### config.mk
export PLATFORM = sky130hd
export DESIGN_NAME = sahc_top
export DESIGN_NICKNAME = d
export VERILOG_FILES = /design/src/rtl/sahc_pkg.sv /design/src/rtl/sahc_sync.sv /design/src/rtl/sahc_top.sv
export SDC_FILE = /design/constraint.sdc
export NUM_CORES = 1
export LEC_CHECK = 0
export ABC_CLOCK_PERIOD_IN_PS = 3000
export BUFFER_PORTS_ARGS = -buffer_cell sky130_fd_sc_hd__buf_2
export CAP_MARGIN = 10
export CORE_MARGIN = 3
export CORE_UTILIZATION = 43
export CTS_BUF_LIST = sky130_fd_sc_hd__clkbuf_8
export DETAILED_ROUTE_END_ITERATION = 16
export HOLD_SLACK_MARGIN = 0.1
export SYNTH_ARGS = -nofsm -noshare
export SYNTH_HDL_FRONTEND = slang
export SYNTH_HIERARCHICAL = 1
export SYNTH_SLANG_ARGS = --single-unit
### constraint.sdc
create_clock -name i_core_clk -period 3 [get_ports i_core_clk]
set_input_delay 0.15 -clock i_core_clk [delete_from_list [all_inputs] [get_ports i_core_clk]]
set_output_delay 0.15 -clock i_core_clk [all_outputs]
set_load 0.02 [all_outputs]
### src/rtl/sahc_pkg.sv
package sahc_pkg;
  // Result format
  localparam int SAHC_RES_W = 10;
  localparam int SAHC_BYTE_W = 8;
  localparam int SAHC_HI_W = 2;
  // Conversion length after the strobe, in conversion clock periods
  localparam int SAHC_CONV_CLKS = 46;
  localparam logic [5:0] SAHC_CONV_CNT = 6'(SAHC_CONV_CLKS);
  // Pin-to-logic delay of the strobe path, taken out of the conversion count
  localparam int SAHC_SYNC_LAT = 3;
  localparam logic [5:0] SAHC_CONV_LOAD = 6'(SAHC_CONV_CLKS - SAHC_SYNC_LAT);
  // Recommended minimum strobe spacing for the host
  localparam int SAHC_MIN_SPACING_CLKS = 50;
  localparam int SAHC_SPACING_MULT = 4;
  // Byte-format address map (address bit 0)
  localparam logic SAHC_ADDR_LO = 1'b0;
  localparam logic SAHC_ADDR_HI = 1'b1;
  // Status flag position on the data bus in the high-byte read
  localparam int SAHC_EOC_BIT = 7;
  // Reset values
  localparam logic [SAHC_RES_W-1:0] SAHC_RES_RST = 10'h000;
  localparam logic [5:0] SAHC_CNT_RST = 6'h00;
  typedef enum logic [1:0] {SAHC_IDLE, SAHC_STROBE, SAHC_CONV} sahc_state_e;
endpackage

### src/rtl/sahc_sync.sv
`timescale 1ns/1ps
`default_nettype none
module sahc_sync
  import sahc_pkg::*;
#(
  parameter int WIDTH = 1
) (
  // Clock, reset and enable
  input wire logic i_core_clk,
  input wire logic i_rst,
  input wire logic i_ce,
  // Data
  input wire logic [WIDTH-1:0] i_async,
  output logic [WIDTH-1:0] o_sync
);
  logic [WIDTH-1:0] meta;
  // Pins idle high (strobes inactive), so reset to all ones
  always_ff @(posedge i_core_clk or posedge i_rst) begin
    if (i_rst) begin
      meta <= '1;
      o_sync <= '1;
    end else if (i_ce) begin
      meta <= i_async;
      o_sync <= meta;
    end
  end
endmodule // sahc_sync
`default_nettype wire

### src/rtl/sahc_top.sv
`timescale 1ns/1ps
`default_nettype none
module sahc_top
  import sahc_pkg::*;
#(
  parameter bit BYTE_FORMAT = 1'b0
) (
  // Clock, reset, enable
  input wire logic i_core_clk,
  input wire logic i_rst,
  input wire logic i_ce,
  // Host bus pins
  input wire logic i_cs_n,
  input wire logic i_rd_n,
  input wire logic i_wr_n,
  input wire logic i_addr,
  output logic [SAHC_RES_W-1:0] o_data,
  output logic [SAHC_RES_W-1:0] o_data_oe,
  output logic o_rdy_oe,
  output logic o_int_oe,
  // Successive-approximation core
  input wire logic i_cmp,
  output logic o_sample,
  output logic [SAHC_RES_W-1:0] o_dac
);
  // Host pins after the synchronizer
  logic cs_n_s;
  logic rd_n_s;
  logic wr_n_s;
  logic addr_s;
  // Strobe level one period back, for edge detection
  logic wr_n_d;
  // Conversion sequencing
  sahc_state_e state;
  sahc_state_e next_state;
  logic [5:0] cnt;
  logic [5:0] next_cnt;
  // Approximation register and the trial code for the analog core
  logic [SAHC_RES_W-1:0] sar;
  logic [SAHC_RES_W-1:0] next_sar;
  logic [SAHC_RES_W-1:0] next_dac;
  // Result and completion flags
  logic [SAHC_RES_W-1:0] result;
  logic eoc;
  logic int_pend;
  // Read path
  wire [SAHC_RES_W-1:0] oe_mask;
  logic [SAHC_RES_W-1:0] next_data;

  // Weight of the bit under trial
  function automatic logic [SAHC_RES_W-1:0] sahc_trial(input logic [3:0] idx);
    sahc_trial = SAHC_RES_W'(1) << idx;
  endfunction

  // The last ten periods of the count each decide one bit, MSB first
  function automatic logic sahc_in_bits(input sahc_state_e st, input logic [5:0] count);
    sahc_in_bits = (st == SAHC_CONV) && (count <= 6'(SAHC_RES_W)) && (count != 6'h00);
  endfunction

  sahc_sync #(.WIDTH(4)) u_sync (
    .i_core_clk(i_core_clk),
    .i_rst(i_rst),
    .i_ce(i_ce),
    .i_async({i_cs_n, i_rd_n, i_wr_n, i_addr}),
    .o_sync({cs_n_s, rd_n_s, wr_n_s, addr_s})
  );

  // Strobes only count while chip select is low
  wire wr_act = !cs_n_s && !wr_n_s;
  wire rd_act = !cs_n_s && !rd_n_s;
  wire wr_fall = wr_act && wr_n_d;
  // A write that lands during a conversion is ignored rather than restarting it
  wire conv_start = wr_fall && (state == SAHC_IDLE);

  wire bit_phase = sahc_in_bits(state, cnt);
  wire [3:0] bit_idx = 4'(cnt - 6'h01);
  wire trial_hit = bit_phase && i_cmp;
  wire conv_done = (state == SAHC_CONV) && (cnt == 6'h01);

  always_comb begin
    next_state = state;
    case (state)
      SAHC_IDLE: begin
        if (conv_start) begin
          next_state = SAHC_STROBE;
        end
      end
      SAHC_STROBE: begin
        if (!wr_act) begin
          next_state = SAHC_CONV;
        end
      end
      SAHC_CONV: begin
        if (conv_done) begin
          next_state = SAHC_IDLE;
        end
      end
      default: begin
        next_state = SAHC_IDLE;
      end
    endcase
  end

  // The count is loaded short by the synchronizer delay, so the deadline holds at the pins
  always_comb begin
    next_cnt = cnt;
    case (state)
      SAHC_STROBE: begin
        next_cnt = SAHC_CONV_LOAD;
      end
      SAHC_CONV: begin
        next_cnt = cnt - 6'h01;
      end
      default: begin
        next_cnt = cnt;
      end
    endcase
  end

  // Sampling is held for the whole strobe; conversion timing starts at its release
  assign o_sample = (state == SAHC_STROBE);

  // Keep the trial bit when the comparator reports the input above the trial code
  wire [SAHC_RES_W-1:0] kept_sar = trial_hit ? (sar | sahc_trial(bit_idx)) : sar;
  assign next_sar = (state == SAHC_STROBE) ? SAHC_RES_RST : kept_sar;

  // Trial code for the next period, so the DAC word comes straight from a flop
  wire next_bit_phase = sahc_in_bits(next_state, next_cnt);
  wire [3:0] next_bit_idx = 4'(next_cnt - 6'h01);
  assign next_dac = next_bit_phase ? (next_sar | sahc_trial(next_bit_idx)) : next_sar;

  always_ff @(posedge i_core_clk or posedge i_rst) begin
    if (i_rst) begin
      wr_n_d <= 1'b1;
      state <= SAHC_IDLE;
      cnt <= SAHC_CNT_RST;
    end else if (i_ce) begin
      wr_n_d <= !wr_act;
      state <= next_state;
      cnt <= next_cnt;
    end
  end

  // A registered trial word keeps the comparator input settled for a whole period
  always_ff @(posedge i_core_clk or posedge i_rst) begin
    if (i_rst) begin
      sar <= SAHC_RES_RST;
      o_dac <= SAHC_RES_RST;
    end else if (i_ce) begin
      sar <= next_sar;
      o_dac <= next_dac;
    end
  end

  // The result takes the final bit decided in the last period
  always_ff @(posedge i_core_clk or posedge i_rst) begin
    if (i_rst) begin
      result <= SAHC_RES_RST;
    end else if (i_ce) begin
      if (conv_done) begin
        result <= next_sar;
      end
    end
  end

  // Status flag: completion wins over a start in the same period
  always_ff @(posedge i_core_clk or posedge i_rst) begin
    if (i_rst) begin
      eoc <= 1'b0;
    end else if (i_ce) begin
      if (conv_done) begin
        eoc <= 1'b1;
      end else if (conv_start) begin
        eoc <= 1'b0;
      end
    end
  end

  // Interrupt: completion wins; otherwise a new start or any read clears it
  always_ff @(posedge i_core_clk or posedge i_rst) begin
    if (i_rst) begin
      int_pend <= 1'b0;
    end else if (i_ce) begin
      if (conv_done) begin
        int_pend <= 1'b1;
      end else if (conv_start || rd_act) begin
        int_pend <= 1'b0;
      end
    end
  end

  // Read mux: word format is one read; byte format splits by address
  wire [SAHC_RES_W-1:0] word_data = result;
  wire [SAHC_RES_W-1:0] hi_data = {2'b00, eoc, 5'h00, result[SAHC_RES_W-1 -: SAHC_HI_W]};
  wire [SAHC_RES_W-1:0] lo_data = {2'b00, result[SAHC_BYTE_W-1:0]};
  assign next_data = !BYTE_FORMAT ? word_data : ((addr_s == SAHC_ADDR_HI) ? hi_data : lo_data);

  // Byte format never drives the two top data lines
  for (genvar g = 0; g < SAHC_RES_W; g++) begin : g_oe_mask
    assign oe_mask[g] = !BYTE_FORMAT || (g < SAHC_BYTE_W);
  end

  always_ff @(posedge i_core_clk or posedge i_rst) begin
    if (i_rst) begin
      o_data <= SAHC_RES_RST;
      o_data_oe <= SAHC_RES_RST;
    end else if (i_ce) begin
      o_data <= next_data;
      o_data_oe <= rd_act ? oe_mask : SAHC_RES_RST;
    end
  end

  // Open-drain: enable high pulls the pin low
  assign o_int_oe = int_pend;
  // Busy spans strobe and conversion, and only shows while the host selects the device
  wire conv_busy = (state != SAHC_IDLE) || wr_act;
  assign o_rdy_oe = !cs_n_s && !eoc && conv_busy;
endmodule // sahc_top
`default_nettype wire

Word-level counts from Yosys, hierarchy flattened

Cells that the tools add are included.

Bits in registers: 69
Input port bits: 8
Output and inout port bits: 33
Word-level logic and storage cells: 65

Add/sub/neg operators: 2
Magnitude comparators: 2
Equality and inequality tests: 4
Shifts and indexed selects: 2
Muxes and demuxes: 13
Bitwise operators: 2
Reductions and logical operators: 28

Operators by type and width:

| cell                                                                  | count |
|---|---|
| 10-bit two-way mux                                                    | 4 |
| 10-bit bitwise OR                                                     | 2 |
| 1-bit by 4-bit << shifter with 10-bit output, first input constant    | 2 |
| 6-bit by 4-bit <= comparator with 1-bit output, second input constant | 2 |
| 1-bit logical AND                                                     | 12 |
| 6-bit one-hot mux with 2 select lines                                 | 1 |
| 6-bit nonzero test                                                    | 2 |
| 6-bit by 1-bit == test with 1-bit output, second input constant       | 1 |
| 2-bit two-way mux                                                     | 3 |
| 2-bit one-hot mux with 3 select lines                                 | 1 |
| 2-bit AND reduction                                                   | 3 |
| 2-bit nonzero test                                                    | 3 |
| 6-bit by 1-bit subtractor with 6-bit output, second input constant    | 1 |
| 1-bit zero test                                                       | 5 |
| 2-bit == test, second input constant                                  | 2 |
| 1-bit two-way mux                                                     | 4 |
| 4-bit by 1-bit subtractor with 4-bit output, second input constant    | 1 |
| 2-bit by 1-bit == test with 1-bit output, second input constant       | 1 |
| 2-bit zero test                                                       | 1 |
| 1-bit logical OR                                                      | 2 |

Depth between registers and ports, before layout

Depth in word-level cells: 10
Gate-level depth with buffers: 10
Gate-level depth less buffers: 8

By module

Netlist, hierarchy kept.

By module, submodules not included:

| module    | instances | cells each | area each (um2) | seq. area each (um2) |
|---|---|---|---|---|
| sahc_top  | 1         | 265        | 2726.4          | 1302.5 |
| sahc_sync | 1         | 18         | 345.3           | 210.2 |

Least setup slack after synthesis

No wires, ideal clock.

Path type: flip-flop to flip-flop
Start point: reg state[1]
End point: reg o_dac[4]
Setup time: 82 ps
Arrival: 2230 ps
Required time: 2918 ps
Slack: 688 ps
Cell stages (with the launch flop): 9
Clock period less this slack: 2312 ps
Path through: dfrtp_1 -> inv_1 -> ha_1 -> buf_4 -> a21oi_1 -> mux2_2 -> a211o_1 -> or4_1 -> a31oi_1

RTL lines:

| what                                                                                           | RTL line                        | text |
|---|---|---|
| from (decl)                                                                                    | sahc_top.sv:34                  | `sahc_state_e state;` |
| from (signal assigned)                                                                         | sahc_top.sv:139                 | `state <= next_state;` |
| 2-bit by 1-bit == test with 1-bit output *                                                     | n/a                             |  |
| via o_sample                                                                                   | sahc_top.sv:23                  | `output logic o_sample,` |
| 6-bit one-hot mux with 2 select lines or 2-bit one-hot mux with 3 select lines (tied branches) | sahc_top.sv:107, sahc_top.sv:82 |  |
| 4-bit by 1-bit subtractor with 4-bit output (tied with other cells)                            | sahc_top.sv:129                 | `wire [3:0] next_bit_idx = 4'(next_cnt - 6'h01);` |
| 1-bit by 4-bit << shifter with 10-bit output or 1-bit logical AND (tied branches)              | sahc_top.sv:52, sahc_top.sv:57  |  |
| 10-bit bitwise OR or 1-bit logical AND (tied branches)                                         | sahc_top.sv:130, sahc_top.sv:57 |  |
| 10-bit two-way mux *                                                                           | sahc_top.sv:130                 | `assign next_dac = next_bit_phase ? (next_sar \| sahc_trial(next_bit_idx)) : next_sar;` |
| to (signal assigned)                                                                           | sahc_top.sv:151                 | `o_dac <= next_dac;` |
| to (decl)                                                                                      | sahc_top.sv:24                  | `output logic [SAHC_RES_W-1:0] o_dac` |

Mark *: on every way through the listed nets, which the timed path passes. The rest lies on a longest branch.
A chain may end at the register's enable or synchronous reset.

Worst setup path in the final report

Start point: reg cnt[1]
End point: reg o_dac[9]

Longest elaborated chain between the ends: 8

RTL lines:

| what                                                                                | RTL line        | text |
|---|---|---|
| from (decl)                                                                         | sahc_top.sv:36  | `logic [5:0] cnt;` |
| from (signal assigned)                                                              | sahc_top.sv:140 | `cnt <= next_cnt;` |
| branches (longest 7 deep; another with 6-bit by 1-bit subtractor with 6-bit output) | n/a             |  |
| 10-bit two-way mux *                                                                | sahc_top.sv:130 |  |

Mark *: on every way between the ends.

==> results.yml <==
status:
  status: "completed"
logic_synthesis:
  synth.net_count: 296
  yosys_warnings: 6
  syn_avg_cell_area_um2: 10.7
  syn_inst: 279
  netlist_area_um2: 2990
floorplanning:
  die_w_um: 89.4
  die_y_um: 89.4
  die_area_um2: 7990
  fp.coreArea_um2: 6530
  rows: 29
  start_util_pct: 45.8
  io_pins: 41
setup_path:
  r2r-start: "cnt[1]"
  ff2ff_path_depth: 8
  crit_type: "reg2reg"
  arrival_ps: 2920
  cp.required_ps: 3250
  r2r_setup_slack_ps: 330
  worst_setup_path_end_kind: "flop"
  r2r_end: "o_dac[9]"
  crit_end: "o_dac[9]"
  path_max_fanout: 6
  worstSetupStartpointType: "flop"
  crit_path_start: "cnt[1]"
global_route:
  grt_pass1_vias: 2125
  grt_max_degree: 57
  overflow: 0
  grt_first_pass_wirelength_um: 10300
  antenna_found_initial: 0
  grtUsageTotal_pct: 17.0
routing:
  routed_wl_um: 6030
  wire_per_inst_um: 15.2
  via_per_inst: 5.53
  drtIter0Drc: 101
  first_pass_iters: 5
  drc_errors: 0
  drt.antenna.violating_nets: 0
  num_vias: 2197
power_and_ir_drop:
  peakVddDrop_mv: 0.375
  total_power_mw: 3.14
  p_per_area_nw_per_um2: 923
  leakage_nw: 1.62
sta:
  setup-violations-final: 0
  relSlewSlack_pct: 59.9
  worstMarginPinSlew_ps: 602
  hold_viol: 0
  rsz0062_at_grt: "false"
  clock_skew_ps: 8.44
  slew_violations: 0
  period_share_pct: 88.9
  fin_setup_tns_ps: 0
  fin_crit_ps: 2670
  timing.fmax_mhz: 375
clock_network:
  cts_tree: "yes"
  cts_sinks: 58
  cts_inserted_buffers: 9
  clk_path_buf_depth: 2
  htreeDepth: 3
  path_clk_slew_ps: 70
  post_cts_resize_count: 0
  cts_root_buf: "clkbuf_8"
  insertion_delay_ps: 340
finish:
  syn_to_final_growth_pct: 13.8
  diodes: 0
  final_cell_mix: "dfrtp_1 (51), buf_2 (39), nand2_1 (21), nor2_1 (21), o21ai_0 (20)"
  drive_gt1_share_pct: 31.3
  final_common_cell: "dfrtp_1"
  final_net_count: 332
place:
  place_hpwl_um: 4190
  numPortBuffers: 39
  place_congestion: 0.883
job:
  maxCapViolCount: 0
hold_path:
  hp-class: "in2reg"
==> power by group <==
part | switching, mW | total (mW) | internal, mW
sequential | 0.158 | 1.10 | 0.944
clock | 0.324 | 0.645 | 0.321
combinational | 0.845 | 1.39 | 0.547
==> state kept, by name, indices dropped and copies added (netlist names) <==
name           flops
next_data         10
o_dac             10
o_data            10
sar               10
cnt                6
u_sync/meta        3
u_sync/o_sync      3
state              2
eoc                1
o_data_oe          1
o_int_oe           1
wr_n_d             1
==> area by class of cell <==
class	count	area [um^2]
Multi-Input combinational cell	185	1320
Clock buffer	10	138
Clock inverter	6	42.5
Tap cell	77	96.3
Timing Repair Buffer	51	308
Fill cell	594	3130
Sequential cell	58	1460
Inverter	10	37.5
==> critical path, cell delays in order, from the launching register on <==
cell and delay [ps]:
dfrtp_1 470, inv_1 140, ha_1 320, or4b_1 240
o21ai_0 90, a221oi_1 500, and3b_1 270, or3b_1 390
a31oi_1 170
==> per-stage QoR <==
step / hold WS, ps / instance area (um^2) / util [%] / setup WS [ps] / instances
finish: 231 / 3400 / 52.1 / 332 / 397
global route: 237 / 3400 / 52.1 / 116 / 397
CTS: 224 / 3380 / 51.8 / 378 / 396
detailed placement: 316 / 3160 / 48.4 / 401 / 376
global placement: 310 / 3160 / 48.4 / 459 / 376
floorplan: 149 / 2990 / - / 688 / 279
==> repair_timing <==
action	4_1_cts	5_1_grt
hold buffers	4	0
endpoints found under the hold margin	9	0
buffers inserted	0	0
==> routing by layer <==
metal	up-vias	global-route usage, %	routed length [um]
met4	0	7.44	134
met3	13	3.87	200
li1	1084	-	-
met1	1058	24.3	3100
met5	-	0	0
met2	42	24.6	2600
==> worst min path at each step <==
stage	from	end	slack [ps]	depth (start not counted)
2_1_floorplan	i_rst	u_sync/meta[1]	150	1
3_3_place_gp	i_rst	u_sync/meta[2]	310	2
3_5_place_dp	i_rst	u_sync/o_sync[2]	320	2
4_1_cts	i_ce	o_dac[8]	220	3
5_1_grt	i_ce	o_dac[8]	240	3
6_report	i_ce	o_dac[8]	230	3
(Power assumes the default switching activity.)
